$ cat src/rtl/crf_pkg.sv
// Package for the CAN receive FIFO and identifier filter block
package crf_pkg;
   // Register word offsets (byte addresses)
   localparam logic [7:0] REG_CTRL_A    = 8'h00; // module_control_a
   localparam logic [7:0] REG_CTRL_B    = 8'h04; // module_control_b
   localparam logic [7:0] REG_TIMING_A  = 8'h08; // bit_timing_a
   localparam logic [7:0] REG_TIMING_B  = 8'h0c; // bit_timing_b
   localparam logic [7:0] REG_ACC_CTRL  = 8'h10; // id_accept_control
   localparam logic [7:0] REG_RX_FLAG   = 8'h14; // status and flags
   localparam logic [7:0] REG_ERR_CNT   = 8'h18; // error counters, read only
   localparam logic [7:0] REG_PATTERN0  = 8'h20; // id_accept_pattern 0..7
   localparam logic [7:0] REG_MASK0     = 8'h40; // id_accept_mask 0..7
   localparam logic [7:0] REG_FG_BASE   = 8'h80; // foreground_rx_buffer bytes 0..14
   // Control A bits
   localparam int CTLA_INIT_REQ  = 0;
   localparam int CTLA_POWERDOWN = 1;
   // Control B bits
   localparam int CTLB_ENABLE    = 7;
   localparam int CTLB_LOOPBACK  = 5;
   localparam int CTLB_INIT_ACK  = 0;
   // Flag register bits
   localparam int FLG_RX_FULL    = 0;
   localparam int FLG_OVERRUN    = 1;
   localparam int FLG_OVR_IE     = 2;
   localparam int FLG_RX_IE      = 3;
   // Geometry
   localparam int FIFO_DEPTH     = 5;
   localparam int BUF_BYTES      = 15;
   localparam int INIT_SYNC      = 3;
   // Filter mode encoding in id_accept_control[5:4]
   typedef enum logic [1:0] {CRF_MODE_32 = 2'h0, CRF_MODE_16 = 2'h1,
                             CRF_MODE_8 = 2'h2, CRF_MODE_CLOSED = 2'h3} crf_mode_t;
   typedef enum logic [1:0] {CRF_IDLE, CRF_RECV, CRF_DONE} crf_state_t;
endpackage

$ cat src/rtl/crf_can_rx.sv
// CAN receive FIFO, acceptance filter and protection logic
// Operation
// - Five-entry queue; software sees oldest entry only; engine owns background buffer.
// - Every receive buffer holds fifteen bytes: identifier, control, data, stamp.
// - Receive-full flag is set exactly when foreground holds an accepted message.
// - Frame fills background while filtering; accepted frame pushes, flags, interrupts.
// - Ready for a new frame right after the previous interframe space.
// - Rejected or erroneous frames are not queued; background is overwritten.
// - Own transmitted frame captured but not queued, interrupted or acknowledged.
// - Loopback treats own frames like any other received frame.
// - After lost arbitration the winning frame goes through normal receive path.
// - Accepted frame with queue full is dropped; overrun interrupt if enabled.
// - Transmit keeps working while full; reception resumes once entry frees.
// - Identifier compared with pattern; set mask bits are don't care.
// - Three-bit hit index reports lowest matching filter.
// - 32-bit mode: two filters, bytes 0-3 and bytes 4-7.
// - 16-bit mode: four filters, two per four-byte bank.
// - 8-bit mode: eight filters on first identifier byte.
// - Closed mode never queues a frame nor sets receive-full.
// - Error counters cannot be changed by any register access.
// - Config registers writable only while init request and acknowledge set, or in special mode.
// - Transmit pin forced recessive in power-down or initialization mode.
// - Module enable accepts one write after reset in normal modes.
// - Init acknowledge set once the request has passed all three sync stages; receive state and queue are reset only after it.
`timescale 1ns/1ps
module crf_can_rx
   import crf_pkg::*;
#(
   parameter int DEPTH = FIFO_DEPTH
) (
   // Clock and reset
   input  wire logic        sys_clk_in,
   input  wire logic        resetn_in,
   // Avalon-MM slave
   input  wire logic [7:0]  avs_address_in,
   input  wire logic        avs_read_in,
   input  wire logic        avs_write_in,
   input  wire logic [31:0] avs_writedata_in,
   output logic      [31:0] avs_readdata_out,
   output logic             avs_waitrequest_out,
   // Receive engine byte stream
   input  wire logic        rx_start_in,
   input  wire logic        rx_byte_valid_in,
   input  wire logic [7:0]  rx_byte_in,
   input  wire logic        rx_end_ok_in,
   input  wire logic        rx_end_err_in,
   input  wire logic        rx_own_tx_in,
   input  wire logic        rx_arb_lost_in,
   // Status and system
   input  wire logic        special_mode_in,
   input  wire logic [7:0]  rx_err_count_in,
   input  wire logic [7:0]  tx_err_count_in,
   input  wire logic        tx_bit_in,
   output logic             bus_transmit_pin_out,
   output logic             ack_enable_out,
   output logic             rx_irq_out,
   output logic             err_irq_out
);
   logic [7:0] module_control_a, module_control_b, bit_timing_a, bit_timing_b;
   logic [7:0] id_accept_control;
   logic [7:0] id_accept_pattern [8];
   logic [7:0] id_accept_mask [8];
   logic [7:0] mem [DEPTH+1][BUF_BYTES];
   logic [2:0] hit_mem [DEPTH+1];
   logic [2:0] bg_slot, fg_slot, count;
   logic [3:0] byte_idx;
   logic       enable_written, rx_full_flag, overrun, rx_ie, ovr_ie;
   logic [INIT_SYNC-1:0] init_sync;
   logic       init_acknowledge;
   logic       own_frame;
   crf_state_t state;
   crf_mode_t  mode;
   logic       hit_any;
   logic [2:0] filter_hit_index;
   logic       cfg_open, wr, rd, clear_full, push, pop;
   logic [7:0] idb [4];
   logic       read_wait_done;
   logic [31:0] rdata;

   assign mode   = crf_mode_t'(id_accept_control[5:4]);
   assign wr     = avs_write_in;
   assign rd     = avs_read_in;
   assign avs_waitrequest_out = avs_read_in & ~read_wait_done;
   assign cfg_open = (module_control_a[CTLA_INIT_REQ] & init_acknowledge) | special_mode_in;
   assign clear_full = wr && avs_address_in == REG_RX_FLAG && avs_writedata_in[FLG_RX_FULL];

   // Reads take one wait state so that registered data stands at acceptance
   always_ff @(posedge sys_clk_in) begin
      if (!resetn_in) read_wait_done <= 1'b0;
      else read_wait_done <= avs_read_in & ~read_wait_done;
   end

   // Initialization handshake passes through a short stage chain
   always_ff @(posedge sys_clk_in) begin
      if (!resetn_in) init_sync <= '0;
      else init_sync <= {init_sync[INIT_SYNC-2:0], module_control_a[CTLA_INIT_REQ]};
   end
   assign init_acknowledge = &init_sync & module_control_a[CTLA_INIT_REQ];

   // Register writes; counters have no write path
   always_ff @(posedge sys_clk_in) begin
      if (!resetn_in) begin
         module_control_a  <= 8'h01;
         module_control_b  <= 8'h00;
         bit_timing_a      <= 8'h00;
         bit_timing_b      <= 8'h00;
         id_accept_control <= 8'h00;
         enable_written    <= 1'b0;
         rx_ie <= 1'b0;
         ovr_ie <= 1'b0;
         for (int i = 0; i < 8; i++) begin
            id_accept_pattern[i] <= 8'h00;
            id_accept_mask[i]    <= 8'h00;
         end
      end else if (wr) begin
         unique case (avs_address_in)
            REG_CTRL_A: module_control_a <= avs_writedata_in[7:0];
            REG_CTRL_B: begin
               if (!enable_written || special_mode_in) begin
                  module_control_b[CTLB_ENABLE] <= avs_writedata_in[CTLB_ENABLE];
                  enable_written <= 1'b1;
               end
               if (cfg_open)
                  module_control_b[6:1] <= avs_writedata_in[6:1];
            end
            REG_TIMING_A: if (cfg_open) bit_timing_a <= avs_writedata_in[7:0];
            REG_TIMING_B: if (cfg_open) bit_timing_b <= avs_writedata_in[7:0];
            REG_ACC_CTRL: if (cfg_open) id_accept_control[5:4] <= avs_writedata_in[5:4];
            REG_RX_FLAG: begin
               rx_ie  <= avs_writedata_in[FLG_RX_IE];
               ovr_ie <= avs_writedata_in[FLG_OVR_IE];
            end
            default: begin
               for (int i = 0; i < 8; i++) begin
                  if (cfg_open && avs_address_in == REG_PATTERN0 + 8'(4*i))
                     id_accept_pattern[i] <= avs_writedata_in[7:0];
                  if (cfg_open && avs_address_in == REG_MASK0 + 8'(4*i))
                     id_accept_mask[i] <= avs_writedata_in[7:0];
               end
            end
         endcase
      end
   end

   // Acceptance filter on first four identifier bytes as stored
   always_comb begin
      logic [7:0] m8;
      logic [15:0] m16;
      logic [31:0] m32;
      m8 = '0;
      m16 = '0;
      m32 = '0;
      hit_any = 1'b0;
      filter_hit_index = 3'h0;
      for (int b = 0; b < 4; b++) idb[b] = mem[bg_slot][b];
      for (int f = 7; f >= 0; f--) begin
         m8[f] = &(~(idb[0] ^ id_accept_pattern[(f/4)*4 + f%4]) | id_accept_mask[(f/4)*4 + f%4]);
      end
      for (int f = 3; f >= 0; f--) begin
         m16[f] = &(~({idb[0], idb[1]} ^ {id_accept_pattern[f*2], id_accept_pattern[f*2+1]})
                    | {id_accept_mask[f*2], id_accept_mask[f*2+1]});
      end
      for (int f = 1; f >= 0; f--) begin
         m32[f] = &(~({idb[0], idb[1], idb[2], idb[3]} ^ {id_accept_pattern[f*4],
                    id_accept_pattern[f*4+1], id_accept_pattern[f*4+2], id_accept_pattern[f*4+3]})
                    | {id_accept_mask[f*4], id_accept_mask[f*4+1], id_accept_mask[f*4+2],
                       id_accept_mask[f*4+3]});
      end
      unique case (mode)
         CRF_MODE_32: begin
            for (int f = 1; f >= 0; f--) begin
               if (m32[f]) begin
                  hit_any = 1'b1;
                  filter_hit_index = 3'(f);
               end
            end
         end
         CRF_MODE_16: begin
            for (int f = 3; f >= 0; f--) begin
               if (m16[f]) begin
                  hit_any = 1'b1;
                  filter_hit_index = 3'(f);
               end
            end
         end
         CRF_MODE_8: begin
            for (int f = 7; f >= 0; f--) begin
               if (m8[f]) begin
                  hit_any = 1'b1;
                  filter_hit_index = 3'(f);
               end
            end
         end
         CRF_MODE_CLOSED: hit_any = 1'b0;
      endcase
   end

   // Frame capture into background slot
   always_ff @(posedge sys_clk_in) begin
      if (!resetn_in) begin
         state     <= CRF_IDLE;
         byte_idx  <= 4'h0;
         own_frame <= 1'b0;
      end else if (init_acknowledge) begin
         state <= CRF_IDLE;
      end else begin
         unique case (state)
            CRF_IDLE: if (rx_start_in) begin
               state     <= CRF_RECV;
               byte_idx  <= 4'h0;
               own_frame <= rx_own_tx_in;
            end
            CRF_RECV: begin
               if (rx_arb_lost_in) own_frame <= 1'b0;
               if (rx_byte_valid_in && byte_idx < 4'(BUF_BYTES)) begin
                  mem[bg_slot][byte_idx] <= rx_byte_in;
                  byte_idx <= byte_idx + 4'h1;
               end
               if (rx_end_ok_in || rx_end_err_in) state <= CRF_IDLE;
            end
            default: state <= CRF_IDLE;
         endcase
      end
   end

   // Push only accepted, error-free frames that are not own traffic unless loopback is set
   assign push = state == CRF_RECV && rx_end_ok_in && hit_any && count < 3'(DEPTH)
                 && (!own_frame || module_control_b[CTLB_LOOPBACK]);
   assign pop  = clear_full && rx_full_flag;

   always_ff @(posedge sys_clk_in) begin
      if (!resetn_in || init_acknowledge) begin
         bg_slot <= 3'h0;
         fg_slot <= 3'h0;
         count   <= 3'h0;
      end else begin
         if (push) begin
            hit_mem[bg_slot] <= filter_hit_index;
            bg_slot <= (bg_slot == 3'(DEPTH)) ? 3'h0 : bg_slot + 3'h1;
         end
         if (pop) fg_slot <= (fg_slot == 3'(DEPTH)) ? 3'h0 : fg_slot + 3'h1;
         count <= count + {2'h0, push} - {2'h0, pop};
      end
   end

   assign rx_full_flag = count != 3'h0;

   // Overrun: accepted frame with full queue; set wins over clear
   always_ff @(posedge sys_clk_in) begin
      if (!resetn_in) overrun <= 1'b0;
      else if (state == CRF_RECV && rx_end_ok_in && hit_any && count == 3'(DEPTH)
               && (!own_frame || module_control_b[CTLB_LOOPBACK])) overrun <= 1'b1;
      else if (wr && avs_address_in == REG_RX_FLAG && avs_writedata_in[FLG_OVERRUN]) overrun <= 1'b0;
   end

   assign rx_irq_out  = rx_full_flag & rx_ie;
   assign err_irq_out = overrun & ovr_ie;
   assign ack_enable_out = state == CRF_RECV && !(own_frame && !module_control_b[CTLB_LOOPBACK]);
   // Transmit keeps running whatever the queue holds
   assign bus_transmit_pin_out = (module_control_a[CTLA_INIT_REQ] | module_control_a[CTLA_POWERDOWN])
                                 ? 1'b1 : tx_bit_in;

   always_comb begin
      rdata = 32'h0;
      unique case (avs_address_in)
         REG_CTRL_A:   rdata = {24'h0, module_control_a};
         REG_CTRL_B:   rdata = {24'h0, module_control_b[7:1], init_acknowledge};
         REG_TIMING_A: rdata = {24'h0, bit_timing_a};
         REG_TIMING_B: rdata = {24'h0, bit_timing_b};
         REG_ACC_CTRL: rdata = {24'h0, 2'h0, id_accept_control[5:4], 1'b0, hit_mem[fg_slot]};
         REG_RX_FLAG:  rdata = {28'h0, rx_ie, ovr_ie, overrun, rx_full_flag};
         REG_ERR_CNT:  rdata = {16'h0, tx_err_count_in, rx_err_count_in};
         default: begin
            for (int i = 0; i < 8; i++) begin
               if (avs_address_in == REG_PATTERN0 + 8'(4*i)) rdata = {24'h0, id_accept_pattern[i]};
               if (avs_address_in == REG_MASK0 + 8'(4*i)) rdata = {24'h0, id_accept_mask[i]};
            end
            for (int i = 0; i < BUF_BYTES; i++)
               if (avs_address_in == REG_FG_BASE + 8'(4*i)) rdata = {24'h0, mem[fg_slot][i]};
         end
      endcase
   end

   always_ff @(posedge sys_clk_in) begin
      if (!resetn_in) avs_readdata_out <= 32'h0;
      else if (rd && !read_wait_done) avs_readdata_out <= rdata;
   end
endmodule

$ cat config.mk
export PLATFORM = sky130hd
export DESIGN_NAME = crf_can_rx
export DESIGN_NICKNAME = d
export VERILOG_FILES = /design/src/rtl/crf_pkg.sv /design/src/rtl/crf_can_rx.sv
export SDC_FILE = /design/constraint.sdc
export NUM_CORES = 1
export LEC_CHECK = 0
export BUFFER_PORTS_ARGS = -buffer_cell sky130_fd_sc_hd__buf_2
export CAP_MARGIN = 20
export CORE_MARGIN = 4
export CORE_UTILIZATION = 30
export DETAILED_ROUTE_END_ITERATION = 6
export PLACE_DENSITY = 0.44
export SLEW_MARGIN = 20
export SYNTH_ARGS = -nofsm -noshare
export SYNTH_HDL_FRONTEND = slang
export SYNTH_SLANG_ARGS = --single-unit
$ cat constraint.sdc
create_clock -name sys_clk_in -period 4.2 [get_ports sys_clk_in]
set_input_delay 0.21 -clock sys_clk_in [delete_from_list [all_inputs] [get_ports sys_clk_in]]
set_output_delay 0.21 -clock sys_clk_in [all_outputs]
set_load 0.02 [all_outputs]
==> results.json <==
{
  "status": "finished with violations",
  "violations": "negative setup slack",
  "antenna_found_initial": 3,
  "wirelength_um": 144000,
  "initial_core_util_pct": 30.3,
  "cts_tree": "done",
  "grt_pass1_wl_um": 205000,
  "synth_top_area_share_pct": 62.0,
  "coreArea_um2": 138000,
  "cp.required_ps": 4810,
  "cts_max_path_buffers": 3,
  "fin_crit_sh_pct": 101,
  "critPathLaunchType": "register",
  "setup_violations": 2,
  "drive_gt1_share_pct": 22.5,
  "yosys.area.top_type": "edfxtp_1",
  "cp-end-kind": "register",
  "grt_overflow": 0,
  "path_clk_slew_ps": 60,
  "synth_edf_count": 866,
  "num_vias": 27514,
  "finalClockSkew_ps": 52.7,
  "synth_cells": 2964,
  "yosysSeqAreaShare_pct": 65.7,
  "areaGrowthSynthToFinish_pct": 20.1,
  "clock.fmax_ghz": 0.236,
  "fin_nets": 3367,
  "maxCapViolations": 0,
  "crit_type": "register to register",
  "grt_use_total_pct": 19.3,
  "tns_ps": -77.4,
  "wl_per_cell_um": 27.5,
  "p_leak_nw": 15.8,
  "drv_slew": 0,
  "synthTopCellsByArea": "edfxtp_1 (62%), mux4_2 (8.0%), mux2i_1 (3.8%), dfxtp_1 (3.7%), nor2_1 (2.9%)",
  "rows": 136,
  "die-area_um2": 146000,
  "worst_pin_slew_ps": 1080,
  "ios": 113,
  "dr.pass1.iters": 7,
  "maxSlewHeadroom_pct": 27.7,
  "fp.dieH_um": 382,
  "synth_common_cells": "edfxtp_1 (866), nor2_1 (321), nand2_1 (268)",
  "critPathArrivalTime_ps": 4850,
  "synth_seq_cells": 944,
  "cts_buffers": 101,
  "htreeDepth": 3,
  "dpl.hpwl_um": 97300,
  "r2r_end": "count[1]$_SDFF_PP0_",
  "power.total_mw": 20.1,
  "cts-root-buf": "clkbuf_16",
  "ys_warn_count": 0,
  "place.port_buffers": 72,
  "clock_latency_ps": 720,
  "fin_util_pct": 36.4,
  "ys.flop_type": "edfxtp_1",
  "finalHoldViolCount": 0,
  "synth_most_common_cell": "edfxtp_1",
  "reg2regPathDepth": 17,
  "drt-initial-drc-count": 2533,
  "clock-sinks": 944,
  "hold_class": "input port to register",
  "min_period_ps": 4240,
  "pre_cts_ws_ps": -388,
  "drc": 0,
  "grt_max_degree": 91,
  "ir_worst_vdd_mv": 0.315,
  "place_congestion": 0.952,
  "synthArstFlopShare_pct": 0,
  "power_density_nw_per_um2": 398,
  "synth.cell_area_um2": 41900,
  "fillers": 13220,
  "vias_per_cell": 5.26,
  "crit_end": "count[1]$_SDFF_PP0_",
  "ys_types": 76,
  "first_global_vias": 27216,
  "rrSetupSlack_ps": -40,
  "worst_slack_ps": -41.5,
  "ant_nets": 0,
  "rsz0062_at_grt": "yes",
  "synth.avg_cell_area_um2": 14.1,
  "dieWidth_um": 382,
  "cp_max_fo": 4
}
[power by group]
| group | internal [mW] | switching (mW) |
|---|---|---|
| sequential | 10.3 | 0.150 |
| clock | 4.96 | 3.81 |
| combinational | 0.257 | 0.546 |
| total | 15.6 | 4.50 |
[metal layers]
| layer | global-route usage (%) | routed length [um] | vias to the layer above |
|---|---|---|---|
| met5 | 0 | 0 | - |
| li1 | - | - | 11999 |
| met3 | 3.14 | 9070 | 224 |
| met2 | 30.6 | 66700 | 1065 |
| met4 | 5.49 | 4320 | 0 |
| met1 | 27.4 | 63700 | 14226 |
[stage by stage]
| stage | hold WS [ps] | instances | cell area [um^2] |
|---|---|---|---|
| 3_3_place_gp | 437 | 4974 | 46100 |
| 6_report | 38.6 | 5233 | 50400 |
| 2_1_floorplan | 309 | 2979 | 42000 |
| 4_1_cts | 10.1 | 5214 | 50000 |
| 3_5_place_dp | 443 | 4974 | 46100 |
| 5_1_grt | 12.3 | 5230 | 50300 |
[sequential cells by signal (all words and copies together), names as in the netlist, 4 cells and up, named ones only]
| register | count |
|---|---|
| mem | 720 |
| id_accept_mask | 64 |
| id_accept_pattern | 64 |
| hit_mem | 18 |
| avs_readdata_out | 16 |
| bit_timing_a | 8 |
| bit_timing_b | 8 |
| module_control_a | 8 |
| module_control_b | 7 |
| byte_idx | 4 |
[critical path: stages, from the launching register on]
cell and delay, ps:
dfxtp_4 390, buf_12 140, mux2_2 330, mux4_2 570, buf_12 180, xnor2_1 140
o22ai_1 90, or4_4 550, or3_4 410, a31oi_4 200, o21a_4 170, inv_4 40
ha_4 210, inv_4 50, ha_4 110, inv_2 30, fa_2 510, nor2_1 40
[worst min-delay path by stage]
stage,start,end,cells past startpoint
after floorplan,rx_byte_in[0],mem[0][0]$_DFFE_PP_,0
after global placement,avs_readdata_out[11]$_SDFFE_PN0P_,avs_readdata_out[11]$_SDFFE_PN0P_,2
after global routing,rx_byte_in[6],mem[3][30]$_DFFE_PP_,1
final,rx_byte_in[6],mem[3][94]$_DFFE_PP_,1
after CTS,rx_err_count_in[3],avs_readdata_out[3]$_SDFFE_PN0P_,4
after detailed placement,avs_readdata_out[11]$_SDFFE_PN0P_,avs_readdata_out[11]$_SDFFE_PN0P_,2
[cell families after synthesis]
group                      Yosys count  share of synthesized area (%)
AOI/OAI and AO/OA                  526                           7.75
adders and majority gates            9                          0.287
and+or+nand+nor                    790                           8.25
buffers and inverters              217                           2.32
DFF                                944                           65.7
xor gates and xnor gates           120                           2.52
muxes                              357                           13.1
other                                1                        0.00894
[repair_timing]
action,in CTS,in global routing
resized for setup,26,35
buffers inserted,13,14
endpoints found under the hold margin,52,24
hold buffers,37,1
pin swaps,17,29
endpoints found under the setup margin,2,20
cloned,2,1
[cells in the final DEF, fill, tap and decap left out, types with 7 or more instances in the layout]
master           n
buf_12          32
dfxtp_1         73
mux4_2         149
a22oi_1         18
a221oi_1        11
edfxtp_1       866
nand2_2          7
nand3b_1         9
a211oi_1        17
a31oi_1         12
a21oi_1        156
buf_6           10
o211ai_1        25
dlygate4sd3_1   38
o22a_1           8
nor2_1         320
mux2i_1        159
xnor2_2         12
xor2_1          41
mux2_2          40
o21ai_0        142
nor2b_1         17
clkbuf_1        23
o221ai_1         8
and2_1          12
buf_4          232
buf_2           64
clkinv_2        19
clkinv_1        21
inv_1           31
a222oi_1        13
xnor2_1         66
nand2_1        265
clkbuf_16      105
conb_1          16
nand4_1         11
nand3_1         78
nor3_1          10
or3_1            9
o22ai_1         70
[layout make-up]
type | instances | area, um^2 | share of cell area, %
repair buffers | 382 | 3330 | 6.62
diodes | 3 | 7.51 | 0.0149
flip-flops and latches | 944 | 27600 | 54.8
clock buffers | 133 | 2770 | 5.50
well taps | 1863 | 2330 | 4.63
multi-input cells | 1818 | 13700 | 27.3
inverters | 35 | 136 | 0.271
clock inverters | 55 | 462 | 0.917
Power figures use the tool's default switching activity.
